**config.mk**
```make
export PLATFORM = sky130hd
export DESIGN_NAME = uvs_top
export DESIGN_NICKNAME = d
export VERILOG_FILES = /design/src/rtl/uvs_pkg.sv /design/src/rtl/uvs_sync.sv /design/src/rtl/uvs_top.sv
export SDC_FILE = /design/constraint.sdc
export NUM_CORES = 1
export LEC_CHECK = 0
export ABC_CLOCK_PERIOD_IN_PS = 11950
export BUFFER_PORTS_ARGS = -buffer_cell sky130_fd_sc_hd__buf_2
export CAP_MARGIN = 20
export CORE_MARGIN = 2
export CORE_UTILIZATION = 25
export DETAILED_ROUTE_END_ITERATION = 10
export GPL_ROUTABILITY_DRIVEN = 0
export PLACE_DENSITY = 0.47
export SYNTH_ARGS = -nofsm -noshare
export SYNTH_HDL_FRONTEND = slang
export SYNTH_SLANG_ARGS = --single-unit
```
**constraint.sdc**
```tcl
create_clock -name clk -period 11.95 [get_ports clk]
set_input_delay 0.5975 -clock clk [delete_from_list [all_inputs] [get_ports clk]]
set_output_delay 0.5975 -clock clk [all_outputs]
set_load 0.02 [all_outputs]
```
**src/rtl/uvs_pkg.sv**
```systemverilog
// uvs_pkg: shared constants of the uv sensor bus port
// assumes: byte-wide two-wire bus, addresses given as 8-bit address bytes
package uvs_pkg;
  // ----------------------------------------
  // bus address bytes (7-bit address plus direction bit)
  // ----------------------------------------
  localparam logic [7:0] ARA_BYTE = 8'h18; // alert response address, write form
  localparam logic [7:0] CMD_BYTE = 8'h70; // command register address byte
  localparam logic [7:0] LSB_BYTE = 8'h71; // count low byte address byte
  localparam logic [7:0] MSB_BYTE = 8'h73; // count high byte address byte
  localparam logic [7:0] ARA_RD_BYTE = ARA_BYTE | 8'h01; // alert response read
  localparam logic [7:0] DEV_REPLY = CMD_BYTE; // own address returned on alert read
  // ----------------------------------------
  // command byte layout
  // ----------------------------------------
  localparam int SHUTDOWN_POS = 0; // shutdown_bit
  localparam int IT_LSB_POS = 2; // integration_time_low_bit
  localparam int IT_MSB_POS = 3; // integration_time_high_bit
  localparam int STEP_SEL_POS = 4; // alert_step_select
  localparam int ALERT_EN_POS = 5; // alert enable
  localparam logic [7:0] CMD_RESET = 8'h02; // bit 1 set, awake, half time, no alert
  localparam logic [7:0] CMD_SHUTDOWN = 8'h01; // shutdown encoding
  localparam logic [1:0] IT_HALF = 2'h0; // 0x00
  localparam logic [1:0] IT_SINGLE = 2'h1; // 0x04
  localparam logic [1:0] IT_DOUBLE = 2'h2; // 0x08
  localparam logic [1:0] IT_QUAD = 2'h3; // 0x0C
  // ----------------------------------------
  // alert step sizes, in output counts
  // ----------------------------------------
  localparam logic [15:0] STEP_SMALL = 16'h0066; // 102 counts
  localparam logic [15:0] STEP_LARGE = 16'h0091; // 145 counts
  localparam logic [3:0] BITS_PER_BYTE = 4'h8; // bus bits per byte
  // ----------------------------------------
  // bus slave states
  // ----------------------------------------
  typedef enum logic [2:0] {
    ST_IDLE, ST_ADDR, ST_ADDR_ACK, ST_WR, ST_WR_ACK, ST_RD, ST_RD_ACK
  } uvs_state_t;
endpackage : uvs_pkg

```
**src/rtl/uvs_sync.sv**
```systemverilog
// uvs_sync: two-flop synchroniser for one pin level
// assumes: input asynchronous to clk, output read only in the clk domain
`timescale 1ns/10ps
module uvs_sync #(
  parameter logic INIT = 1'b1
) (
  input wire logic clk,
  input wire logic rst_n,
  input wire logic pin,
  output logic level
);
  import uvs_pkg::*;
  logic meta; // first stage, read only by the second
  logic next_meta; // next first stage
  logic next_level; // next second stage
  // ----------------------------------------
  // next values
  // ----------------------------------------
  always_comb begin
    next_meta = rst_n ? pin : INIT;
    next_level = rst_n ? meta : INIT;
  end
  // register both stages
  always_ff @(posedge clk) begin
    meta <= next_meta;
    level <= next_level;
  end
endmodule // uvs_sync

```
**src/rtl/uvs_top.sv**
```systemverilog
// uvs_top: bus slave, command byte, count registers and alert of a uv sensor
// assumes: scl and sda come from the bus pins, raw counts come from the converter
`timescale 1ns/10ps
module uvs_top #(
  parameter logic POWER_ON_ALERT = 1'b1 // alert pending after power-up
) (
  input wire logic clk,
  input wire logic rst_n,
  input wire logic scl_i,
  input wire logic sda_i,
  output logic sda_o,
  output logic sda_oe,
  output logic alert_o,
  output logic alert_oe,
  input wire logic [15:0] raw_count,
  input wire logic sample_strobe,
  output logic meas_enable,
  output logic [1:0] integration_time_field
);
  import uvs_pkg::*;
  // ----------------------------------------
  // pin synchronisers and edge detection
  // ----------------------------------------
  logic scl_s; // synchronised clock line
  logic sda_s; // synchronised data line
  logic scl_d; // previous clock line
  logic sda_d; // previous data line
  uvs_sync #(.INIT(1'b1)) u_scl (.clk(clk), .rst_n(rst_n), .pin(scl_i), .level(scl_s));
  uvs_sync #(.INIT(1'b1)) u_sda (.clk(clk), .rst_n(rst_n), .pin(sda_i), .level(sda_s));
  wire scl_rise = scl_s & ~scl_d; // sample point
  wire scl_fall = ~scl_s & scl_d; // drive point
  wire bus_start = scl_s & scl_d & sda_d & ~sda_s; // data falls, clock high
  wire bus_stop = scl_s & scl_d & ~sda_d & sda_s; // data rises, clock high
  // ----------------------------------------
  // bus slave state
  // ----------------------------------------
  uvs_state_t state, next_state; // slave phase
  logic [3:0] bitcnt, next_bitcnt; // bits of the current byte
  logic [7:0] shreg, next_shreg; // shift register, both directions
  logic [7:0] addr_q, next_addr_q; // address byte of this transfer
  logic drive, next_drive; // pull data line low
  logic ara_clr; // alert response acknowledged
  logic cmd_we; // command byte received
  logic mst_ack, next_mst_ack; // master acked the last read byte
  logic [7:0] cmd, next_cmd; // command_settings
  logic [15:0] count, next_count; // count_high_byte : count_low_byte
  logic pending, next_pending; // alert pending
  logic [15:0] ref_cnt, next_ref_cnt; // count at first accepted sample or last alert
  logic have_ref, next_have_ref; // reference taken
  logic [7:0] tx_byte; // byte to send for this address
  logic addr_ok; // address byte gets an ack
  // choose reply byte by address
  always_comb begin
    unique case (addr_q)
      ARA_RD_BYTE: tx_byte = DEV_REPLY;
      LSB_BYTE: tx_byte = count[7:0];
      MSB_BYTE: tx_byte = count[15:8];
      default: tx_byte = 8'hFF;
    endcase
  end
  // address decode on the completed address byte
  always_comb begin
    unique case (shreg)
      ARA_RD_BYTE: addr_ok = pending; // nack once clear
      CMD_BYTE, LSB_BYTE, MSB_BYTE: addr_ok = ~pending; // blocked while pending
      default: addr_ok = 1'b0;
    endcase
  end
  // next values of the bus slave
  always_comb begin
    next_state = state;
    next_bitcnt = bitcnt;
    next_shreg = shreg;
    next_addr_q = addr_q;
    next_drive = drive;
    next_mst_ack = mst_ack;
    ara_clr = 1'b0;
    cmd_we = 1'b0;
    if (bus_stop) begin
      // stop ends any transfer
      next_state = ST_IDLE;
      next_drive = 1'b0;
    end else if (bus_start) begin
      // start or repeated start
      next_state = ST_ADDR;
      next_bitcnt = 4'h0;
      next_drive = 1'b0;
    end else begin
      unique case (state)
        ST_IDLE: begin
          next_drive = 1'b0;
        end
        ST_ADDR, ST_WR: begin
          if (scl_rise) begin
            next_shreg = {shreg[6:0], sda_s};
            next_bitcnt = bitcnt + 4'h1;
          end else if (scl_fall && bitcnt == BITS_PER_BYTE) begin
            if (state == ST_WR) begin
              // data byte into the command register
              cmd_we = (addr_q == CMD_BYTE);
              next_drive = 1'b1;
              next_state = ST_WR_ACK;
            end else if (addr_ok) begin
              next_addr_q = shreg;
              next_drive = 1'b1;
              next_state = ST_ADDR_ACK;
              ara_clr = (shreg == ARA_RD_BYTE);
            end else begin
              next_state = ST_IDLE; // nack
            end
          end
        end
        ST_ADDR_ACK, ST_WR_ACK: begin
          if (scl_fall) begin
            next_bitcnt = 4'h0;
            if (addr_q[0]) begin
              // first read bit goes out on this fall
              next_shreg = tx_byte;
              next_drive = ~tx_byte[7];
              next_state = ST_RD;
            end else begin
              next_drive = 1'b0;
              next_state = ST_WR;
            end
          end
        end
        ST_RD: begin
          if (scl_rise) begin
            next_bitcnt = bitcnt + 4'h1;
          end else if (scl_fall) begin
            if (bitcnt == BITS_PER_BYTE) begin
              next_drive = 1'b0; // let the master answer
              next_state = ST_RD_ACK;
            end else begin
              next_shreg = {shreg[6:0], 1'b0};
              next_drive = ~shreg[6];
            end
          end
        end
        ST_RD_ACK: begin
          if (scl_rise) begin
            next_mst_ack = ~sda_s;
          end else if (scl_fall) begin
            next_bitcnt = 4'h0;
            if (mst_ack) begin
              // master wants another byte of the same register
              next_shreg = tx_byte;
              next_drive = ~tx_byte[7];
              next_state = ST_RD;
            end else begin
              next_state = ST_IDLE;
            end
          end
        end
        default: begin
          next_state = ST_IDLE; // unused code falls back to idle
        end
      endcase
    end
  end
  // ----------------------------------------
  // measurement, command and alert
  // ----------------------------------------
  logic [18:0] scaled; // raw count times integration factor
  logic [15:0] sat_cnt; // scaled count, saturated
  logic [15:0] diff; // distance from reference
  logic [15:0] step; // selected step size
  logic take; // sample accepted
  logic alert_set; // alert event
  // scale, compare and flag
  always_comb begin
    scaled = {3'h0, raw_count} << cmd[IT_MSB_POS:IT_LSB_POS];
    sat_cnt = (scaled[18:16] != 3'h0) ? 16'hFFFF : scaled[15:0];
    diff = (sat_cnt > ref_cnt) ? (sat_cnt - ref_cnt) : (ref_cnt - sat_cnt);
    step = cmd[STEP_SEL_POS] ? STEP_LARGE : STEP_SMALL;
    take = sample_strobe & ~cmd[SHUTDOWN_POS]; // no samples in shutdown
    alert_set = take & cmd[ALERT_EN_POS] & have_ref & (diff > step);
    next_cmd = cmd_we ? shreg : cmd;
    next_count = take ? sat_cnt : count;
    next_have_ref = have_ref | take;
    next_ref_cnt = (take && (!have_ref || alert_set)) ? sat_cnt : ref_cnt;
    next_pending = alert_set | (pending & ~ara_clr); // set wins, holds
  end
  // register all state
  always_ff @(posedge clk) begin
    if (!rst_n) begin
      scl_d <= 1'b1;
      sda_d <= 1'b1;
      state <= ST_IDLE;
      bitcnt <= 4'h0;
      shreg <= 8'h00;
      addr_q <= 8'h00;
      drive <= 1'b0;
      mst_ack <= 1'b0;
      cmd <= CMD_RESET;
      count <= 16'h0000;
      ref_cnt <= 16'h0000;
      have_ref <= 1'b0;
      pending <= POWER_ON_ALERT; // power-up alert
    end else begin
      scl_d <= scl_s;
      sda_d <= sda_s;
      state <= next_state;
      bitcnt <= next_bitcnt;
      shreg <= next_shreg;
      addr_q <= next_addr_q;
      drive <= next_drive;
      mst_ack <= next_mst_ack;
      cmd <= next_cmd;
      count <= next_count;
      ref_cnt <= next_ref_cnt;
      have_ref <= next_have_ref;
      pending <= next_pending;
    end
  end
  // ----------------------------------------
  // pins and status outputs
  // ----------------------------------------
  assign sda_o = 1'b0; // open drain, only pulls low
  assign sda_oe = drive;
  assign alert_o = 1'b0; // open drain alert, low when pending
  assign alert_oe = pending;
  assign meas_enable = ~cmd[SHUTDOWN_POS];
  assign integration_time_field = cmd[IT_MSB_POS:IT_LSB_POS];
endmodule // uvs_top

```
# After elaboration in Yosys (flattened, before gate mapping)
# Cells that the tools add are included.
[totals]
input_bits = 21
word_cells = 173
reg_bits = 71
out_inout_bits = 7
[op_classes]
n_mux = 60
eq_ne = 38
bitwise_logic = 29
n_reduce_logical = 22
magnitude_cmp = 2
addsub = 3
shift = 1
[op_table]
columns = ["operator", "n"]
rows = [
  ["8-bit two-way mux", 10],
  ["8-bit by 7-bit == test with 1-bit output, second input constant", 6],
  ["3-bit two-way mux", 11],
  ["16-bit two-way mux", 2],
  ["8-bit one-hot mux with 4 select lines", 1],
  ["16-bit subtractor", 2],
  ["3-bit inequality test, second input constant", 9],
  ["1-bit two-way mux", 26],
  ["2-bit inequality test, second input constant", 13],
  ["8-bit one-hot mux with 3 select lines", 1],
  ["16-bit by 2-bit left shift with 19-bit output", 1],
  ["9-bit AND reduction", 2],
  ["8-bit by 5-bit == test with 1-bit output, second input constant", 2],
  ["16-bit > comparator", 1],
  ["16-bit by 8-bit > comparator with 1-bit output", 1],
  ["4-bit two-way mux", 4],
  ["1-bit inverter", 15],
  ["3-bit one-hot mux with 5 select lines", 1],
  ["1-bit AND", 12],
  ["4-bit one-hot mux with 3 select lines", 1],
  ["12-bit AND reduction", 1],
  ["10-bit AND reduction", 1],
  ["3-bit == test, second input constant", 3],
  ["3-bit OR reduction", 3],
  ["19 further kinds", 26],
]

# Logic depth before layout (Yosys ltp)
[depth]
ltp_word = 13
mapped_depth = 29
depth_no_buf = 24

# By module
# A second synthesis with hierarchy kept.
[hier_totals]
hier_cells = 711
area_unflattened_um2 = 5703.0
[modules_own_cells]
columns = ["module", "seq_area_each_um2", "n_inst", "area_per_inst_um2", "cells_each"]
rows = [
  ["uvs_top", 1321.3, 1, 5597.9, 703],
  ["uvs_sync", 40.0, 2, 52.6, 4],
]

# Worst setup path after synthesis
# OpenSTA, ideal clock, no wires.
[synth_path]
path_type = "reg-to-reg"
start = "reg cmd[2]"
end = "reg ref_cnt[10]"
t_arrival_ps = 5979
setup_slack_ps = 5855
path_buffers = 5
required_time_ps = 11834
stages_incl_launch_ff = 29
setup_time_ps = 116
period_less_slack_ps = 6095
cell_sequence = "dfxtp_1 clkbuf_1 clkbuf_1 mux4_2 nor2_1 inv_1 ha_1 buf_2 o211a_1 o31ai_4 a21o_1 a21o_1 buf_2 mux2i_1 a221oi_1 o22ai_1 a31oi_1 xnor2_1 ha_1 a21oi_1 nor2b_1 o31a_1 a2111oi_0 a211o_1 o2111a_1 and4_4 nor2_4 buf_6 o211a_1"
[synth_between]
elab_chain_len = 9
word_cells_on_any_way = 11
classes_between = "add/sub (2); order compare (2); shift (1); mux (2); bitwise (1); reduce/logical (3)"
[synth_rtl]
columns = ["item", "line", "text"]
rows = [
  ["start, declared", "uvs_top.sv:45", "logic [7:0] cmd, next_cmd;"],
  ["start signal, assigned", "uvs_top.sv:209", "cmd <= next_cmd;"],
  ["16-bit by 2-bit left shift with 19-bit output (*)", "uvs_top.sv:172", "scaled = {3'h0, raw_count} << cmd[IT_MSB_POS:IT_LSB_POS];"],
  ["3-bit nonzero test", "uvs_top.sv:173", "sat_cnt = (scaled[18:16] != 3'h0) ? 16'hFFFF : scaled[15:0];"],
  ["16-bit two-way mux (*)", "uvs_top.sv:173", ""],
  ["named net sat_cnt[4]", "uvs_top.sv:165", "logic [15:0] sat_cnt;"],
  ["16-bit subtractor or 16-bit > comparator (tied branches)", "uvs_top.sv:174", "diff = (sat_cnt > ref_cnt) ? (sat_cnt - ref_cnt) : (ref_cnt - sat_cnt);"],
  ["16-bit two-way mux (*)", "uvs_top.sv:174", ""],
  ["16-bit by 8-bit > comparator with 1-bit output (*)", "uvs_top.sv:177", "alert_set = take & cmd[ALERT_EN_POS] & have_ref & (diff > step);"],
  ["1-bit AND (*)", "uvs_top.sv:177", ""],
  ["1-bit logical OR (*)", "uvs_top.sv:181", "next_ref_cnt = (take && (!have_ref || alert_set)) ? sat_cnt : ref_cnt;"],
  ["1-bit logical AND (*)", "uvs_top.sv:181", ""],
  ["end signal, assigned", "uvs_top.sv:211", "ref_cnt <= next_ref_cnt;"],
  ["end, declared", "uvs_top.sv:48", "logic [15:0] ref_cnt, next_ref_cnt;"],
]
# Mark *: on every way through the listed nets, which the timed path passes. The rest lies on a longest branch.
# A chain may end at the register's enable or synchronous reset.

# Worst setup path after layout
[layout_path]
start = "reg cmd[2]"
end = "reg ref_cnt[15]"
# The elaborated chain is that of the path after synthesis.

==> impl_metrics.tcl <==
set metrics [dict create \
    whs_path_depth 1 \
    core-area_um2 22500 \
    cts.sink_count 70 \
    grt_use_met3_pct 1.92 \
    vdd_ir_drop_max_v 0.0000737 \
    period_needed_ps 7050 \
    worst_reg2reg_path_length_in_cells 22 \
    start_util_pct 25.3 \
    max-slew-margin-rel_pct 32.7 \
    critical_path_buf_inv_count 1 \
    crit_path_top_delay_cell "sky130_fd_sc_hd__dfxtp_1" \
    worst_clock_skew_ps 6.25 \
    clock_tree.buffer_depth 2 \
    final_core_utilization_pct 28.0 \
    cts_tree "built" \
    worst_path_cell_trace "mux4_2 > nor2_1 > inv_1 > ha_1 > nand4_2 > a211o_1 > a21o_1 > a21oi_2 > a221oi_1 > o22ai_1 > a31oi_1 > xnor2_1 > ha_1 > a21oi_1 > nor2b_1 > o31a_1 > a2111oi_0 > a211o_1 > o2111a_1 > and4_4 > nor2_4 > o221a_2" \
    top_level_ports 28 \
    globalRouteTotalUtil_pct 13.5 \
    final_hold_viol_count 0 \
    fraction_of_layout_cells_with_a_size_suffix_above_1_pct 11.1 \
    timing.setup.critical_path_class "reg -> reg" \
    run_status "finished, final reports clean" \
    synthesized_cell_area_um2 5690 \
    insertedDiodeCount 0 \
    worst_setup_hold_path_clk_slew_ps 60 \
    yosysUniqueCellTypes 71 \
    grt_pass1_wl_um 25900 \
    grtUsageMet1_pct 19.4 \
    power.static_leakage_nw 2.67 \
    detail_route.wirelength_um 15900 \
    finalSetupViolCount 0 \
    yosysWarnings 0 \
    avgRoutedWirePerCell_um 16.1 \
    grt_setup_unrepaired "no" \
    vias_per_cell 5.16 \
    synthToLayoutAreaGrowth_pct 10.6 \
    max_clock_freq_mhz 142 \
    grt_pass1_vias 4697 \
    htreeDepth 3 \
    std_cell_rows 55 \
    postSynthAreaPerCell_um2 8.13 \
    ys_flop_type "sky130_fd_sc_hd__dfxtp_1" \
    use_met2_pct 20.1 \
    critical_path_depth 22 \
    hold_buffers 0 \
    final_net_count 760 \
    critPathTopFamily "compound AO/OA/AOI/OAI gates" \
    antenna_found_initial 0 \
    fin_crit_sh_pct 59.0 \
    yosysSeqAreaShare_pct 24.6 \
    worst-endpoint-arrival_ps 7280 \
    post_cts.resized_instances 0 \
    postSynth.asyncResetShare_pct 0 \
    hpwlAfterDp_um 11900 \
    routed-via-count 5083 \
    chipWidth_um 155 \
    transition_time_at_the_pin_with_the_least_slew_margin_ps 1000 \
    setup_ws_final_ps 4900 \
    grt_max_degree 66 \
    detail-route-antenna-nets 0 \
    max_cap_viol_count 0 \
    die_h_um 155 \
    cts_setup_buffers 0 \
    area_enclosed_by_the_die_boundary_um2 24000 \
    worstPathMaxFanout 20 \
    drv_slew 0 \
    synthesis.instances 700 \
    kind_of_end_point_of_the_critical_path "register" \
    initialDrtViolationCount 501 \
    drt_drc_violations_left 0 \
    synth_edf_count 0 \
    timing.critical_path.from_type "register" \
    postSynthRegisterBits 70 \
    powerDensity_nw_per_um2 113 \
    buffer_ports.inserted 25 \
    dp_worst_setup_slack_ps 4940 \
    clock_insertion_delay_worst_skew_ps 340 \
    drt-pass1-iter-count 5 \
    required_time_at_the_worst_slack_endpoint_ps 12180 \
    numCtsBuffers 9 \
    max_stage_delay_ps 910 \
    hold_path.class "reg -> reg" \
    root_buffer "sky130_fd_sc_hd__clkbuf_16" \
    grt-ovfl-total 0 \
    grt_busiest_layer "met2" \
    setup_total_negative_slack_ps 0 \
]
## registers in the layout, indices dropped and copies added (netlist names), 3 cells and up
name,cells
addr_q,8
state,3
count,16
bitcnt,4
cmd,5
ref_cnt,16
shreg,8
## through the flow
stage          power [mW]  instances  hold WS [ps]  cell area (um2)
2_1_floorplan       0.402        701           386             5700
3_3_place_gp        0.447        970           390             6000
3_5_place_dp        0.447        970           395             6000
4_1_cts             0.716        985           408             6280
5_1_grt             0.750        986           418             6290
6_report            0.708        986           405             6290
## placed cells by master, fill, tap and decap left out, types with 6 or more instances in the layout
| cell type | count |
|---|---|
| sky130_fd_sc_hd__a21boi_0 | 7 |
| sky130_fd_sc_hd__a21o_1 | 8 |
| sky130_fd_sc_hd__a21oi_1 | 41 |
| sky130_fd_sc_hd__a31oi_1 | 8 |
| sky130_fd_sc_hd__and2_1 | 8 |
| sky130_fd_sc_hd__buf_2 | 25 |
| sky130_fd_sc_hd__buf_4 | 6 |
| sky130_fd_sc_hd__clkbuf_16 | 9 |
| sky130_fd_sc_hd__dfxtp_1 | 70 |
| sky130_fd_sc_hd__ha_1 | 40 |
| sky130_fd_sc_hd__inv_1 | 51 |
| sky130_fd_sc_hd__mux2i_1 | 26 |
| sky130_fd_sc_hd__mux4_2 | 10 |
| sky130_fd_sc_hd__nand2_1 | 55 |
| sky130_fd_sc_hd__nand2b_1 | 17 |
| sky130_fd_sc_hd__nand3_1 | 14 |
| sky130_fd_sc_hd__nand4_1 | 7 |
| sky130_fd_sc_hd__nor2_1 | 55 |
| sky130_fd_sc_hd__nor2b_1 | 23 |
| sky130_fd_sc_hd__nor3_1 | 13 |
| sky130_fd_sc_hd__o211a_1 | 32 |
| sky130_fd_sc_hd__o21a_1 | 8 |
| sky130_fd_sc_hd__o21ai_0 | 39 |
| sky130_fd_sc_hd__or3_1 | 15 |
| sky130_fd_sc_hd__xnor2_1 | 6 |
| sky130_fd_sc_hd__xor2_1 | 6 |
## kinds of logic after synthesis
| family | Yosys count | share of synthesized area [%] |
|---|---|---|
| other cells | 1 | 0.0659 |
| compound gates | 205 | 26.4 |
| xor+xnor | 12 | 1.85 |
| mux | 37 | 8.73 |
| simple gates | 234 | 21.4 |
| fa+ha+maj | 42 | 9.50 |
| buf+inv | 99 | 7.45 |
| flops | 70 | 24.6 |
## power breakdown
group,internal [mW],switching (mW)
combinational,0.0770,0.114
sequential,0.244,0.00905
clock,0.164,0.100
total,0.485,0.223
## metal layers
layer / routed length, um / vias up
li1: - / 2520
met1: 7940 / 2420
met2: 6960 / 117
met3: 516 / 26
met4: 476 / 0
met5: 0 / -
## final cells by class
class,instances,area (um2)
Clock buffer,10,239
Clock inverter,5,50.0
Fill cell,2402,16200
Inverter,52,195
Multi-Input combinational cell,532,3870
Sequential cell,70,1400
Tap cell,285,357
Timing Repair Buffer,32,178
## worst paths after layout
check	start	end	slack, ps
worst max register to register	cmd[2]	ref_cnt[15]	4900
worst min-delay path	u_sda.meta	u_sda.level	410
worst max-delay path	cmd[2]	ref_cnt[15]	4900
worst min register to register	u_sda.meta	u_sda.level	410
## cells in the mapped netlist (4+ instances only)
cell,number,area (um2)
sky130_fd_sc_hd__o211a_1,32,320
sky130_fd_sc_hd__nand2b_1,17,106
sky130_fd_sc_hd__o221ai_1,5,43.8
sky130_fd_sc_hd__a22oi_1,5,37.5
sky130_fd_sc_hd__ha_1,40,500
sky130_fd_sc_hd__buf_1,5,18.8
sky130_fd_sc_hd__nand2_1,55,206
sky130_fd_sc_hd__clkbuf_1,24,90.1
sky130_fd_sc_hd__a221oi_1,5,43.8
sky130_fd_sc_hd__a211o_1,4,35.0
sky130_fd_sc_hd__xnor2_1,6,52.6
sky130_fd_sc_hd__nand3_1,14,70.1
sky130_fd_sc_hd__nor2_1,55,206
sky130_fd_sc_hd__inv_1,51,191
sky130_fd_sc_hd__o21ai_0,39,195
sky130_fd_sc_hd__buf_2,9,45.0
sky130_fd_sc_hd__a31oi_1,8,50.1
sky130_fd_sc_hd__mux4_2,10,225
sky130_fd_sc_hd__a21o_1,8,60.1
sky130_fd_sc_hd__nor3_1,13,65.1
sky130_fd_sc_hd__a2111oi_0,4,35.0
sky130_fd_sc_hd__mux2i_1,26,260
sky130_fd_sc_hd__nand4_1,7,43.8
sky130_fd_sc_hd__or3_1,15,93.8
sky130_fd_sc_hd__o21bai_1,4,30.0
sky130_fd_sc_hd__dfxtp_1,70,1400
sky130_fd_sc_hd__and2_1,8,50.1
sky130_fd_sc_hd__nor2b_1,24,150
sky130_fd_sc_hd__o21a_1,8,60.1
sky130_fd_sc_hd__xor2_1,6,52.6
sky130_fd_sc_hd__a22o_1,4,35.0
sky130_fd_sc_hd__a211oi_1,5,37.5
sky130_fd_sc_hd__buf_4,7,52.6
sky130_fd_sc_hd__a21boi_0,7,52.6
sky130_fd_sc_hd__a21oi_1,41,205
Power figures use the tool's default switching activity.
